==> src/rtl/twoc_params.svh <==
// Offsets, field positions, reset values and limits of the timer block
`ifndef TWOC_PARAMS_SVH
`define TWOC_PARAMS_SVH

// Byte offsets of the word registers
`define TWOC_OFF_CTRL_A   8'h00
`define TWOC_OFF_CTRL_B   8'h04
`define TWOC_OFF_CMP_A    8'h08
`define TWOC_OFF_CMP_B    8'h0C
`define TWOC_OFF_COUNT    8'h10
`define TWOC_OFF_FLAGS    8'h14
`define TWOC_OFF_PIN_DIR  8'h18

// Field positions
`define TWOC_FA_HI        7
`define TWOC_FA_LO        6
`define TWOC_FB_HI        5
`define TWOC_FB_LO        4
`define TWOC_WLOW_HI      1
`define TWOC_WLOW_LO      0
`define TWOC_WHIGH_BIT    3
`define TWOC_FLAG_OVF     1
`define TWOC_FLAG_A       2
`define TWOC_FLAG_B       3
`define TWOC_DIR_A        0
`define TWOC_DIR_B        1

// Writable masks and reset values
`define TWOC_CTRL_A_MASK  8'hF3
`define TWOC_CTRL_A_RST   8'h00
`define TWOC_CMP_RST      8'h00
`define TWOC_COUNT_RST    8'h00

// Count limits
`define TWOC_MAX          8'hFF
`define TWOC_BOTTOM       8'h00

// Field codes
`define TWOC_ACT_OFF      2'h0
`define TWOC_ACT_TOG      2'h1
`define TWOC_ACT_CLR      2'h2
`define TWOC_ACT_SET      2'h3

`endif

==> src/rtl/twoc_pkg.sv <==
// Types shared by the timer waveform control block
package twoc_pkg;

  typedef enum logic [2:0] {
    TWOC_NORMAL,
    TWOC_CTC,
    TWOC_FAST,
    TWOC_PHASE,
    TWOC_RSVD
  } twoc_class_t;

  typedef struct packed {
    logic        cyc;
    logic        stb;
    logic        we;
    logic [7:0]  adr;
    logic [3:0]  sel;
    logic [31:0] dat;
  } twoc_wb_req_t;

  typedef struct packed {
    logic        ack;
    logic [31:0] dat;
  } twoc_wb_rsp_t;

  typedef struct packed {
    logic level;
    logic oe_n;
  } twoc_pin_t;

  typedef struct packed {
    logic level;
  } twoc_chan_state_t;

endpackage

==> src/rtl/twoc_out_chan.sv <==
// One compare output channel: waveform action on match and at top
module twoc_out_chan import twoc_pkg::*; #(
  parameter bit PWM_TOGGLE = 1'b1
) (
  // Clock and reset
  input  wire logic        clk_i,
  input  wire logic        rst_i,
  // Events and configuration
  input  wire twoc_class_t wclass_i,
  input  wire logic        high_bit_i,
  input  wire logic [1:0]  field_i,
  input  wire logic        match_i,
  input  wire logic        top_i,
  input  wire logic        up_i,
  input  wire logic        eq_top_i,
  // Output level
  output logic             level_o
);

  `include "twoc_params.svh"

  twoc_chan_state_t st_ff;
  twoc_chan_state_t nxt_st;

  always_comb begin
    nxt_st = st_ff;
    case (wclass_i)
      TWOC_NORMAL, TWOC_CTC: begin
        if (match_i) begin
          case (field_i)
            `TWOC_ACT_TOG: nxt_st.level = ~st_ff.level;
            `TWOC_ACT_CLR: nxt_st.level = 1'b0;
            `TWOC_ACT_SET: nxt_st.level = 1'b1;
            default:       nxt_st.level = st_ff.level;
          endcase
        end
      end
      TWOC_FAST: begin
        if (field_i == `TWOC_ACT_TOG) begin
          if (PWM_TOGGLE && high_bit_i && match_i) begin
            nxt_st.level = ~st_ff.level;
          end
        end else if (field_i[1]) begin
          // Top action comes last, so a match at top never wins
          if (match_i && !eq_top_i) begin
            nxt_st.level = field_i[0];
          end
          if (top_i) begin
            nxt_st.level = ~field_i[0];
          end
        end
      end
      TWOC_PHASE: begin
        if (field_i == `TWOC_ACT_TOG) begin
          if (PWM_TOGGLE && high_bit_i && match_i) begin
            nxt_st.level = ~st_ff.level;
          end
        end else if (field_i[1]) begin
          if (match_i && !eq_top_i) begin
            nxt_st.level = up_i ? field_i[0] : ~field_i[0];
          end
          if (top_i && eq_top_i) begin
            nxt_st.level = ~field_i[0];
          end
        end
      end
      default: nxt_st = st_ff;
    endcase
  end

  always_ff @(posedge clk_i) begin
    if (rst_i) begin
      st_ff <= '0;
    end else begin
      st_ff <= nxt_st;
    end
  end

  assign level_o = st_ff.level;

endmodule

==> src/rtl/twoc_top.sv <==
// Timer waveform mode decode, counter, compare outputs and bus slave
`include "twoc_params.svh"

////////////////////////////////////////////////////////////////////////////
// Notes on behaviour
// RL1: Counter advances only on timer tick enable; one clock throughout.
// RL2: Nonzero A field takes pin A; driver enabled only with direction set.
// RL3: Non-PWM A field: 00 off, 01 toggle, 10 clear, 11 set on match.
// RL4: Fast PWM A: 01 toggles only with high bit; 10/11 act at match, TOP.
// RL5: Phase PWM A: 10 clear up-match, set down-match; 11 reverse; 01 toggles only with high bit.
// RL6: PWM with compare equal TOP and field bit1: ignore match, act at TOP.
// RL7: Nonzero B field takes pin B; driver enabled only with direction set.
// RL8: Non-PWM B field: 00 off, 01 toggle, 10 clear, 11 set on match.
// RL9: Fast PWM B: 01 reserved; 10 clear match set TOP; 11 reverse.
// RL10: Phase PWM B: 10 clears up-match, sets down-match; 11 reverse; 01 none.
// RL11: Control bits 3 and 2 read zero and ignore writes.
// RL12: Two low mode bits plus high bit select sequence, TOP and waveform.
// RL13: Modes: 0 normal,1/5 phase,2 CTC,3/7 fast; TOP FF or compare A.
// RL14: Compare writes immediate in non-PWM, buffered until TOP in PWM.
// RL15: Overflow at MAX in 0,2,3; at BOTTOM in phase; at TOP in 7.
module twoc_top import twoc_pkg::*; #(
  parameter int ADDR_W = 8
) (
  // Clock and reset
  input  wire logic         clk_i,
  input  wire logic         rst_i,
  // Timer tick
  input  wire logic         tick_i,
  // Wishbone slave
  input  wire twoc_wb_req_t wb_req_i,
  output twoc_wb_rsp_t      wb_rsp_o,
  // Compare pins
  output twoc_pin_t         compare_pin_a_o,
  output twoc_pin_t         compare_pin_b_o
);

  if (ADDR_W != 8) begin : g_chk
    $error("twoc_top: ADDR_W must be 8");
  end

  typedef struct packed {
    logic [7:0] ctrl_a;
    logic       high_bit;
    logic [7:0] cmp_a_buf;
    logic [7:0] cmp_a;
    logic [7:0] cmp_b_buf;
    logic [7:0] cmp_b;
    logic [7:0] count;
    logic       up;
    logic       block;
    logic [3:0] flags;
    logic [1:0] dir;
    logic       oe_a_n;
    logic       oe_b_n;
    logic       ack;
    logic [7:0] rdat;
  } twoc_state_t;

  localparam twoc_state_t ST_RST = '{
    ctrl_a:    `TWOC_CTRL_A_RST,
    cmp_a_buf: `TWOC_CMP_RST,
    cmp_a:     `TWOC_CMP_RST,
    cmp_b_buf: `TWOC_CMP_RST,
    cmp_b:     `TWOC_CMP_RST,
    count:     `TWOC_COUNT_RST,
    up:        1'b1,
    oe_a_n:    1'b1,
    oe_b_n:    1'b1,
    default:   '0
  };

  twoc_state_t st_ff;
  twoc_state_t nxt_st;

  ////////////////////////////////////////////////////////////////////////////
  // Mode decode
  logic [2:0]  wave_select_code;
  logic [1:0]  out_a_action_field;
  logic [1:0]  out_b_action_field;
  twoc_class_t wclass;
  logic        top_is_cmp;
  logic [7:0]  top_val;
  logic        pwm;

  assign out_a_action_field = st_ff.ctrl_a[`TWOC_FA_HI:`TWOC_FA_LO];
  assign out_b_action_field = st_ff.ctrl_a[`TWOC_FB_HI:`TWOC_FB_LO];
  assign wave_select_code   = {st_ff.high_bit,
                               st_ff.ctrl_a[`TWOC_WLOW_HI:`TWOC_WLOW_LO]};

  always_comb begin
    wclass     = TWOC_RSVD;
    top_is_cmp = 1'b0;
    case (wave_select_code) // RL12
      3'h0: wclass = TWOC_NORMAL; // RL13
      3'h1: wclass = TWOC_PHASE; // RL13
      3'h2: begin
        wclass     = TWOC_CTC; // RL13
        top_is_cmp = 1'b1;
      end
      3'h3: wclass = TWOC_FAST; // RL13
      3'h5: begin
        wclass     = TWOC_PHASE; // RL13
        top_is_cmp = 1'b1;
      end
      3'h7: begin
        wclass     = TWOC_FAST; // RL13
        top_is_cmp = 1'b1;
      end
      default: wclass = TWOC_RSVD;
    endcase
  end

  assign top_val = top_is_cmp ? st_ff.cmp_a : `TWOC_MAX; // RL13
  assign pwm     = (wclass == TWOC_FAST) || (wclass == TWOC_PHASE);

  ////////////////////////////////////////////////////////////////////////////
  // Timer events
  logic top_ev;
  logic match_a;
  logic match_b;
  logic ovf_ev;

  // A counter write blocks the match of the next tick
  assign top_ev  = tick_i && (st_ff.count == top_val); // RL1
  assign match_a = tick_i && !st_ff.block && (st_ff.count == st_ff.cmp_a);
  assign match_b = tick_i && !st_ff.block && (st_ff.count == st_ff.cmp_b);

  always_comb begin
    case (wave_select_code)
      3'h1, 3'h5: ovf_ev = tick_i && (st_ff.count == `TWOC_BOTTOM) &&
                           !st_ff.up; // RL15
      3'h7:       ovf_ev = top_ev; // RL15
      3'h0, 3'h2, 3'h3: ovf_ev = tick_i &&
                                 (st_ff.count == `TWOC_MAX); // RL15
      default:    ovf_ev = 1'b0;
    endcase
  end

  ////////////////////////////////////////////////////////////////////////////
  // Bus decode
  logic       req;
  logic       wr;
  logic [7:0] wdat;
  logic       wr_ctrl_a;
  logic       wr_ctrl_b;
  logic       wr_cmp_a;
  logic       wr_cmp_b;
  logic       wr_count;
  logic       wr_flags;
  logic       wr_dir;
  logic [7:0] rd_mux;

  assign req  = wb_req_i.cyc && wb_req_i.stb && !st_ff.ack;
  assign wr   = req && wb_req_i.we && wb_req_i.sel[0];
  assign wdat = wb_req_i.dat[7:0];

  assign wr_ctrl_a = wr && (wb_req_i.adr == `TWOC_OFF_CTRL_A);
  assign wr_ctrl_b = wr && (wb_req_i.adr == `TWOC_OFF_CTRL_B);
  assign wr_cmp_a  = wr && (wb_req_i.adr == `TWOC_OFF_CMP_A);
  assign wr_cmp_b  = wr && (wb_req_i.adr == `TWOC_OFF_CMP_B);
  assign wr_count  = wr && (wb_req_i.adr == `TWOC_OFF_COUNT);
  assign wr_flags  = wr && (wb_req_i.adr == `TWOC_OFF_FLAGS);
  assign wr_dir    = wr && (wb_req_i.adr == `TWOC_OFF_PIN_DIR);

  always_comb begin
    rd_mux = 8'h00;
    case (wb_req_i.adr)
      `TWOC_OFF_CTRL_A:  rd_mux = st_ff.ctrl_a & `TWOC_CTRL_A_MASK; // RL11
      `TWOC_OFF_CTRL_B:  rd_mux[`TWOC_WHIGH_BIT] = st_ff.high_bit;
      `TWOC_OFF_CMP_A:   rd_mux = st_ff.cmp_a_buf;
      `TWOC_OFF_CMP_B:   rd_mux = st_ff.cmp_b_buf;
      `TWOC_OFF_COUNT:   rd_mux = st_ff.count;
      `TWOC_OFF_FLAGS:   rd_mux = {4'h0, st_ff.flags};
      `TWOC_OFF_PIN_DIR: rd_mux = {6'h00, st_ff.dir};
      default:           rd_mux = 8'h00;
    endcase
  end

  ////////////////////////////////////////////////////////////////////////////
  // Next state
  always_comb begin
    nxt_st      = st_ff;
    nxt_st.ack  = req;
    nxt_st.rdat = req ? rd_mux : 8'h00;

    if (wr_ctrl_a) begin
      nxt_st.ctrl_a = wdat & `TWOC_CTRL_A_MASK; // RL11
    end
    if (wr_ctrl_b) begin
      nxt_st.high_bit = wdat[`TWOC_WHIGH_BIT];
    end
    if (wr_dir) begin
      nxt_st.dir = wdat[1:0];
    end
    if (wr_cmp_a) begin
      nxt_st.cmp_a_buf = wdat;
    end
    if (wr_cmp_b) begin
      nxt_st.cmp_b_buf = wdat;
    end

    // Active compare values follow the buffer at once outside PWM
    if (!pwm) begin
      nxt_st.cmp_a = wr_cmp_a ? wdat : st_ff.cmp_a_buf; // RL14
      nxt_st.cmp_b = wr_cmp_b ? wdat : st_ff.cmp_b_buf; // RL14
    end else if (top_ev) begin
      nxt_st.cmp_a = st_ff.cmp_a_buf; // RL14
      nxt_st.cmp_b = st_ff.cmp_b_buf; // RL14
    end

    // Counter
    if (tick_i) begin
      nxt_st.block = 1'b0;
      case (wclass)
        TWOC_NORMAL: nxt_st.count = 8'(st_ff.count + 8'h01); // RL1
        TWOC_CTC, TWOC_FAST: begin
          nxt_st.count = top_ev ? `TWOC_BOTTOM :
                         8'(st_ff.count + 8'h01); // RL1
        end
        TWOC_PHASE: begin
          if (st_ff.up && top_ev) begin
            nxt_st.up    = 1'b0;
            nxt_st.count = 8'(st_ff.count - 8'h01);
          end else if (!st_ff.up && st_ff.count == `TWOC_BOTTOM) begin
            nxt_st.up    = 1'b1;
            nxt_st.count = 8'(st_ff.count + 8'h01);
          end else if (st_ff.up) begin
            nxt_st.count = 8'(st_ff.count + 8'h01);
          end else begin
            nxt_st.count = 8'(st_ff.count - 8'h01);
          end
        end
        default: nxt_st.count = st_ff.count;
      endcase
    end
    if (wclass != TWOC_PHASE) begin
      nxt_st.up = 1'b1;
    end
    if (wr_count) begin
      nxt_st.count = wdat;
      nxt_st.block = 1'b1;
    end

    // Sticky flags: a new event wins over a write-one clear
    nxt_st.flags = st_ff.flags & ~(wr_flags ? wdat[3:0] : 4'h0);
    if (ovf_ev) begin
      nxt_st.flags[`TWOC_FLAG_OVF] = 1'b1; // RL15
    end
    if (match_a) begin
      nxt_st.flags[`TWOC_FLAG_A] = 1'b1;
    end
    if (match_b) begin
      nxt_st.flags[`TWOC_FLAG_B] = 1'b1;
    end
    nxt_st.flags[0] = 1'b0;

    // Pin override and driver enable
    nxt_st.oe_a_n = !((out_a_action_field != `TWOC_ACT_OFF) &&
                      st_ff.dir[`TWOC_DIR_A]); // RL2
    nxt_st.oe_b_n = !((out_b_action_field != `TWOC_ACT_OFF) &&
                      st_ff.dir[`TWOC_DIR_B]); // RL7
  end

  always_ff @(posedge clk_i) begin
    if (rst_i) begin
      st_ff <= ST_RST;
    end else begin
      st_ff <= nxt_st;
    end
  end

  ////////////////////////////////////////////////////////////////////////////
  // Output channels
  logic level_a;
  logic level_b;

  // Channel A allows the toggle in PWM; channel B does not
  twoc_out_chan #(.PWM_TOGGLE(1'b1)) u_chan_a ( // RL3 RL4 RL5 RL6
    .clk_i      (clk_i),
    .rst_i      (rst_i),
    .wclass_i   (wclass),
    .high_bit_i (st_ff.high_bit),
    .field_i    (out_a_action_field),
    .match_i    (match_a),
    .top_i      (top_ev),
    .up_i       (st_ff.up),
    .eq_top_i   (st_ff.cmp_a == top_val),
    .level_o    (level_a)
  );

  twoc_out_chan #(.PWM_TOGGLE(1'b0)) u_chan_b ( // RL8 RL9 RL10 RL6
    .clk_i      (clk_i),
    .rst_i      (rst_i),
    .wclass_i   (wclass),
    .high_bit_i (st_ff.high_bit),
    .field_i    (out_b_action_field),
    .match_i    (match_b),
    .top_i      (top_ev),
    .up_i       (st_ff.up),
    .eq_top_i   (st_ff.cmp_b == top_val),
    .level_o    (level_b)
  );

  assign compare_pin_a_o = '{level: level_a, oe_n: st_ff.oe_a_n};
  assign compare_pin_b_o = '{level: level_b, oe_n: st_ff.oe_b_n};
  assign wb_rsp_o        = '{ack: st_ff.ack, dat: {24'h000000, st_ff.rdat}};
endmodule

==> config.mk <==
export PLATFORM = sky130hd
export DESIGN_NAME = twoc_top
export DESIGN_NICKNAME = d
export VERILOG_FILES = /design/src/rtl/twoc_pkg.sv /design/src/rtl/twoc_out_chan.sv /design/src/rtl/twoc_top.sv
export VERILOG_INCLUDE_DIRS = /design/src /design/src/rtl
export SDC_FILE = /design/constraint.sdc
export NUM_CORES = 1
export LEC_CHECK = 0
export BUFFER_PORTS_ARGS = -buffer_cell sky130_fd_sc_hd__clkbuf_2
export CAP_MARGIN = 20
export CELL_PAD_IN_SITES_DETAIL_PLACEMENT = 0
export CELL_PAD_IN_SITES_GLOBAL_PLACEMENT = 1
export CORE_MARGIN = 5
export CORE_UTILIZATION = 28
export DETAILED_ROUTE_END_ITERATION = 8
export GPL_TIMING_DRIVEN = 0
export HOLD_SLACK_MARGIN = 0.15
export PLACE_DENSITY_LB_ADDON = 0.1
export SYNTH_ARGS = -nofsm -noshare
export SYNTH_HDL_FRONTEND = slang
export SYNTH_SLANG_ARGS = --single-unit
export TNS_END_PERCENT = 50
==> constraint.sdc <==
create_clock -name clk_i -period 4 [get_ports clk_i]
set_clock_uncertainty 0.2 [all_clocks]
set_input_delay 1 -clock clk_i [delete_from_list [all_inputs] [get_ports clk_i]]
set_output_delay 1 -clock clk_i [all_outputs]
set_load 0.005 [all_outputs]
# Word-level counts from Yosys, hierarchy flattened
# Index checks and enable logic that the tools add are counted.
# totals
wordCells,178
output_inout_bits,37
inputBits,50
regBits,68
# classes
add_sub_neg,2
n_mux,52
reduce_logical,57
bitwise,7
eq_ne,42
# op_table
operator,n
two-way mux 8 bit,11
equality test 8 bit,5
two-way mux 1 bit,28
logical AND 1 bit,27
"equality test 8 x 5 -> 1 bit, second input constant",3
case mux 8 bit (3 select lines),1
case mux 3 bit (6 select lines),1
"equality test 8 x 4 -> 1 bit, second input constant",2
logical NOT 8 bit,2
case mux 4 bit (4 select lines),1
case mux 1 bit (3 select lines),5
"equality test 3 x 2 -> 1 bit, second input constant",4
"inequality test 3 x 2 -> 1 bit, second input constant",4
case mux 3 bit (4 select lines),1
OR reduction 2 bit,6
two-way mux 10 bit,1
two-way mux 9 bit,1
AND reduction 9 bit,1
"adder 8 x 1 -> 8 bit, second input constant",1
"equality test 2 bit, second input constant",4
"equality test 8 x 3 -> 1 bit, second input constant",1
"equality test 8 bit, second input constant",1
"inequality test 2 bit, second input constant",4
"inequality test 4 x 1 -> 1 bit, second input constant",2
other kinds (23),43

# Depth between registers and ports, before layout
# depth
ltp_word,12
mapped_depth,12
ltp_nobuf,10

# By module
# A second synthesis with hierarchy kept.
# unflattened
hier_cells,587
area_unflattened_um2,4645.7
# by_module_without_submodules
mod,n_inst,cells_each,area_each_um2,seq_area_each_um2
twoc_top,1,537,4274.1,1301.2
twoc_out_chan at u_chan_b,1,23,190.2,20.0
twoc_out_chan at u_chan_a,1,27,181.4,20.0

# Worst setup path before layout
# OpenSTA, ideal clock, no wires.
# synth_timing
path_type,input to register
startpoint,input port tick_i
endpoint,"register u_chan_b.st_ff, in the netlist u_chan_b.level_o"
t_required_ns,3.675
stages,8
slack_ns,0.819
setup_time_ns,0.125
arrival_time_ns,2.856
n_path_buf,1
path_cell_list,clkbuf_1 -> o311ai_0 -> a21oi_2 -> nand4_1 -> o31ai_1 -> xnor2_1 -> nor2_1 -> o41a_1
# synth_via
elab_chain_len,6
word_cells_on_any_way,16
cone_classes,3 x eq/ne; 7 x mux; 6 x reduce/logical
# synth_lines
element,line_no,source
"start, declared",twoc_top.sv:28,"input wire logic tick_i,"
logical AND 1 bit,twoc_top.sv:124,assign top_ev = tick_i && (st_ff.count == top_val);
logical AND 1 bit,twoc_out_chan.sv:62,if (top_i && eq_top_i) begin
two-way mux 1 bit,twoc_out_chan.sv:62,
two-way mux 1 bit,twoc_out_chan.sv:58,end else if (field_i[1]) begin
two-way mux 1 bit,twoc_out_chan.sv:54,if (field_i == `TWOC_ACT_TOG) begin
case mux 1 bit (3 select lines),twoc_out_chan.sv:27,case (wclass_i)
"end signal, assigned",twoc_out_chan.sv:75,st_ff <= nxt_st;
"end, declared",twoc_out_chan.sv:22,twoc_chan_state_t st_ff;
# Several ways; a longest one is shown, not always the timed one. The select of a mux whose other input is x is not followed.
# A chain may end at the register's enable or synchronous reset.

# Worst setup path in the final report
# layout_timing
startpoint,input port tick_i
endpoint,register st_ff[19] (netlist name)
# layout_via
elab_chain_len,6
word_cells_on_any_way,9
cone_classes,5 x mux; 4 x reduce/logical
# layout_lines
element,line_no,source
logical AND 1 bit,twoc_top.sv:124,
logical AND 1 bit,twoc_top.sv:221,if (st_ff.up && top_ev) begin
two-way mux 9 bit,twoc_top.sv:221,
case mux 8 bit (3 select lines),twoc_top.sv:214,case (wclass)
two-way mux 10 bit,twoc_top.sv:212,if (tick_i) begin
two-way mux 8 bit,twoc_top.sv:239,if (wr_count) begin
"end signal, assigned",twoc_top.sv:268,st_ff <= nxt_st;
"end, declared",twoc_top.sv:72,twoc_state_t st_ff;
# Several ways; a longest one is shown, not always the timed one. The select of a mux whose other input is x is not followed.

==> flow_metrics.py <==
metrics = {
    "yosys": {
        "synth_edf_count": 0,
        "ys_warn_count": 0,
        "synth.avg_cell_area_um2": 7.673,
        "synth.most_common_cell": "nor2_1",
        "synth_commonest_cells": "nor2_1 (79), dfxtp_1 (67), nand2_1 (63)",
        "yosys_most_used_dff": "dfxtp_1",
        "syn_area_um2": 4750,
        "synthArstFlopShare_pct": 0,
        "netlist_top_cells_area": "dfxtp_1 (28%), mux2i_1 (7.0%), nor2_1 (6.2%), buf_4 (5.8%), nand2_1 (5.0%)",
        "yosysTopAreaCell": "dfxtp_1",
        "synth-seq-cells": 67,
        "ys_types": 70,
        "ys_seq_area_share_pct": 28.24,
        "yosysTopAreaCellShare_pct": 28.24,
        "netlist_instances": 619,
    },
    "die": {
        "pin_count": 87,
        "die_y_um": 140.2,
        "fp.dieW_um": 140.2,
        "core_um2": 16640,
        "placementRows": 47,
        "start_util_pct": 28.54,
        "fp.dieArea_um2": 19670,
    },
    "clocking": {
        "post_cts_buffers": 0,
        "cts_tree": "built",
        "insertion_delay_ns": 0.34,
        "numCtsBuffers": 9,
        "ctsHoldBuffers": 0,
        "cts.sinks": 67,
        "h-tree-depth": 3,
        "clockBufferDepth": 2,
        "cts-resized-gates": 0,
        "clkTransAtPathRegs_ns": 0.06,
        "cts_root_buf": "clkbuf_16",
    },
    "routing": {
        "antenna_left": 0,
        "dr.pass1.iters": 5,
        "vias_per_cell": 5.294,
        "dr_total_vias": 4823,
        "finalWirelength_um": 19040,
        "drtIter0Drc": 444,
        "drc": 0,
        "routedWlPerCell_um": 20.90,
    },
    "global_routing": {
        "grt_overflow": 0,
        "grt_max_degree": 14,
        "grt_pass1_wl_um": 28620,
        "grt_pass1_vias": 4714,
        "antenna_found_initial": 0,
        "grt_usage_pct": 19.24,
    },
    "timing": {
        "setup_violations": 0,
        "min_period_over_period_pct": 95.36,
        "worst_slew_pin_slew_ns": 0.9984,
        "fmax_ghz": 0.2622,
        "timing.hold.ws_ns": 0.2204,
        "rsz0062_at_grt": "false",
        "drv_slew": 0,
        "hold_viol": 0,
        "min_period_ns": 3.815,
        "slew_headroom_pct": 33.20,
        "setup_ws_ns": 0.1855,
    },
    "place": {
        "dp_worst_setup_slack_ns": -0.07793,
        "gp_congestion": 0.9367,
        "dp_hpwl_um": 14520,
        "post_dp_cell_area_um2": 5276,
        "port_buffers": 33,
    },
    "setup_path": {
        "r2r_cells": 10,
        "critPathLaunchType": "input port",
        "crit_path_end_kind": "flop",
        "cp.required_ns": 4.00,
        "crit_type": "input port to flop",
        "cp.arrival_ns": 3.81,
        "cp_max_fo": 10,
    },
    "cells_and_area": {
        "multiInputGateArea_um2": 2923,
        "drive_gt1_share_pct": 16.21,
        "area_delta_synth_final_pct": 17.62,
        "diodes": 0,
        "fin_area_um2": 5587,
        "fillers": 1776,
        "fin_nets": 745,
        "seq_area_um2": 1341,
    },
    "run": {
        "drv_cap": 0,
    },
    "status": {
        "status": "complete, no violations",
    },
    "min_path": {
        "hold_depth": 1,
        "hold_path.class": "flop to flop",
    },
    "power_and_ir_drop": {
        "power_leakage_nw": 2.144,
        "ir_worst_vdd_mv": 0.2008,
        "p_per_area_nw_per_um2": 300.1,
        "power_mw": 1.676,
    },
}
## critical path: stages
cell	delay [ns]
clkbuf_1	0.43
o311ai_0	0.37
a21oi_2	0.31
nand4_1	0.56
clkbuf_1	0.51
o211ai_1	0.30
o211ai_1	0.15
o21ai_0	0.12
nor2_1	0.07
## cell families (layout without fill, tap and decap cells)
family,after synthesis,in the layout,share of synthesized area (%)
buf+inv,109,158,12.04
flops,67,67,28.24
other cells,1,24,0.07895
mux,40,40,8.851
xor+xnor,23,23,4.241
simple gates,239,239,24.26
fa+ha+maj,9,9,2.371
compound gates,131,131,19.92
## layout make-up
cell class / count / share of cell area [%]
multi-input combinational: 466 / 52.32
sequential: 67 / 24.01
buffer: 83 / 8.488
tap: 220 / 4.927
clock buffer: 10 / 4.278
timing repair buffer: 33 / 2.956
inverter: 26 / 1.747
clock inverter: 6 / 1.277
## power breakdown
part	switching, mW	internal, mW	total, mW	leakage [nW]
sequential	0.00379	0.673	0.676	0.541
clock	0.335	0.505	0.840	0.146
combinational	0.103	0.0569	0.160	1.46
total	0.442	1.23	1.68	2.14
## layer usage
layer | vias to the layer above | part of all wire (%) | global-route usage (%)
met4 | 0 | 3.8 | 8.567
met2 | 172 | 44 | 29.44
met3 | 41 | 6.4 | 4.874
li1 | 2287 | - | -
met5 | - | 0 | 0
met1 | 2323 | 45 | 25.56
## final timing paths
path | startpoint | to | slack (ns)
worst max-delay path | tick_i | st_ff[19]$_SDFFE_PP0P_ | 0.19
worst min-delay path | st_ff[12]$_SDFFE_PP0P_ | compare_pin_b_o[0]$_SDFF_PP1_ | 0.22
worst max register to register | st_ff[59]$_SDFFE_PP0P_ | st_ff[19]$_SDFFE_PP0P_ | 0.20
worst min register to register | st_ff[12]$_SDFFE_PP0P_ | compare_pin_b_o[0]$_SDFF_PP1_ | 0.22
## placed cells by master, fill, tap and decap left out, drive strengths merged, types with 8 or more instances in the layout
cell    Yosys  final
nor2       80     80
clkbuf     31     74
dfxtp      67     67
nand2      63     63
buf        52     52
mux2i      33     33
inv        26     28
conb        1     24
a211oi     20     20
a21oi      20     20
o21ai      19     19
nor3       16     16
xnor2      15     15
nand3      13     13
and3       13     13
a311oi     12     12
a221oi      9      9
ha          9      9
nor2b       8      8
nor4        8      8
nand4       8      8
xor2        8      8
o22ai       8      8
## metrics by stage
step                      setup TNS, ns  utilization (%)  std cells
after global routing                  0            33.57        911
after detailed placement        -0.1276            31.70        895
after floorplan                       0                -        642
final                                 0            33.57        911
after CTS                             0            33.57        911
after global placement          -0.3758            31.70        895
## sequential cells by signal, summed over array words and instances, names as in the netlist
signal,count
st_ff,50
compare_pin_a_o,1
u_chan_a.level_o,1
out_a_action_field,2
wb_rsp_o,9
out_b_action_field,2
compare_pin_b_o,1
u_chan_b.level_o,1
(Power assumes the default switching activity.)
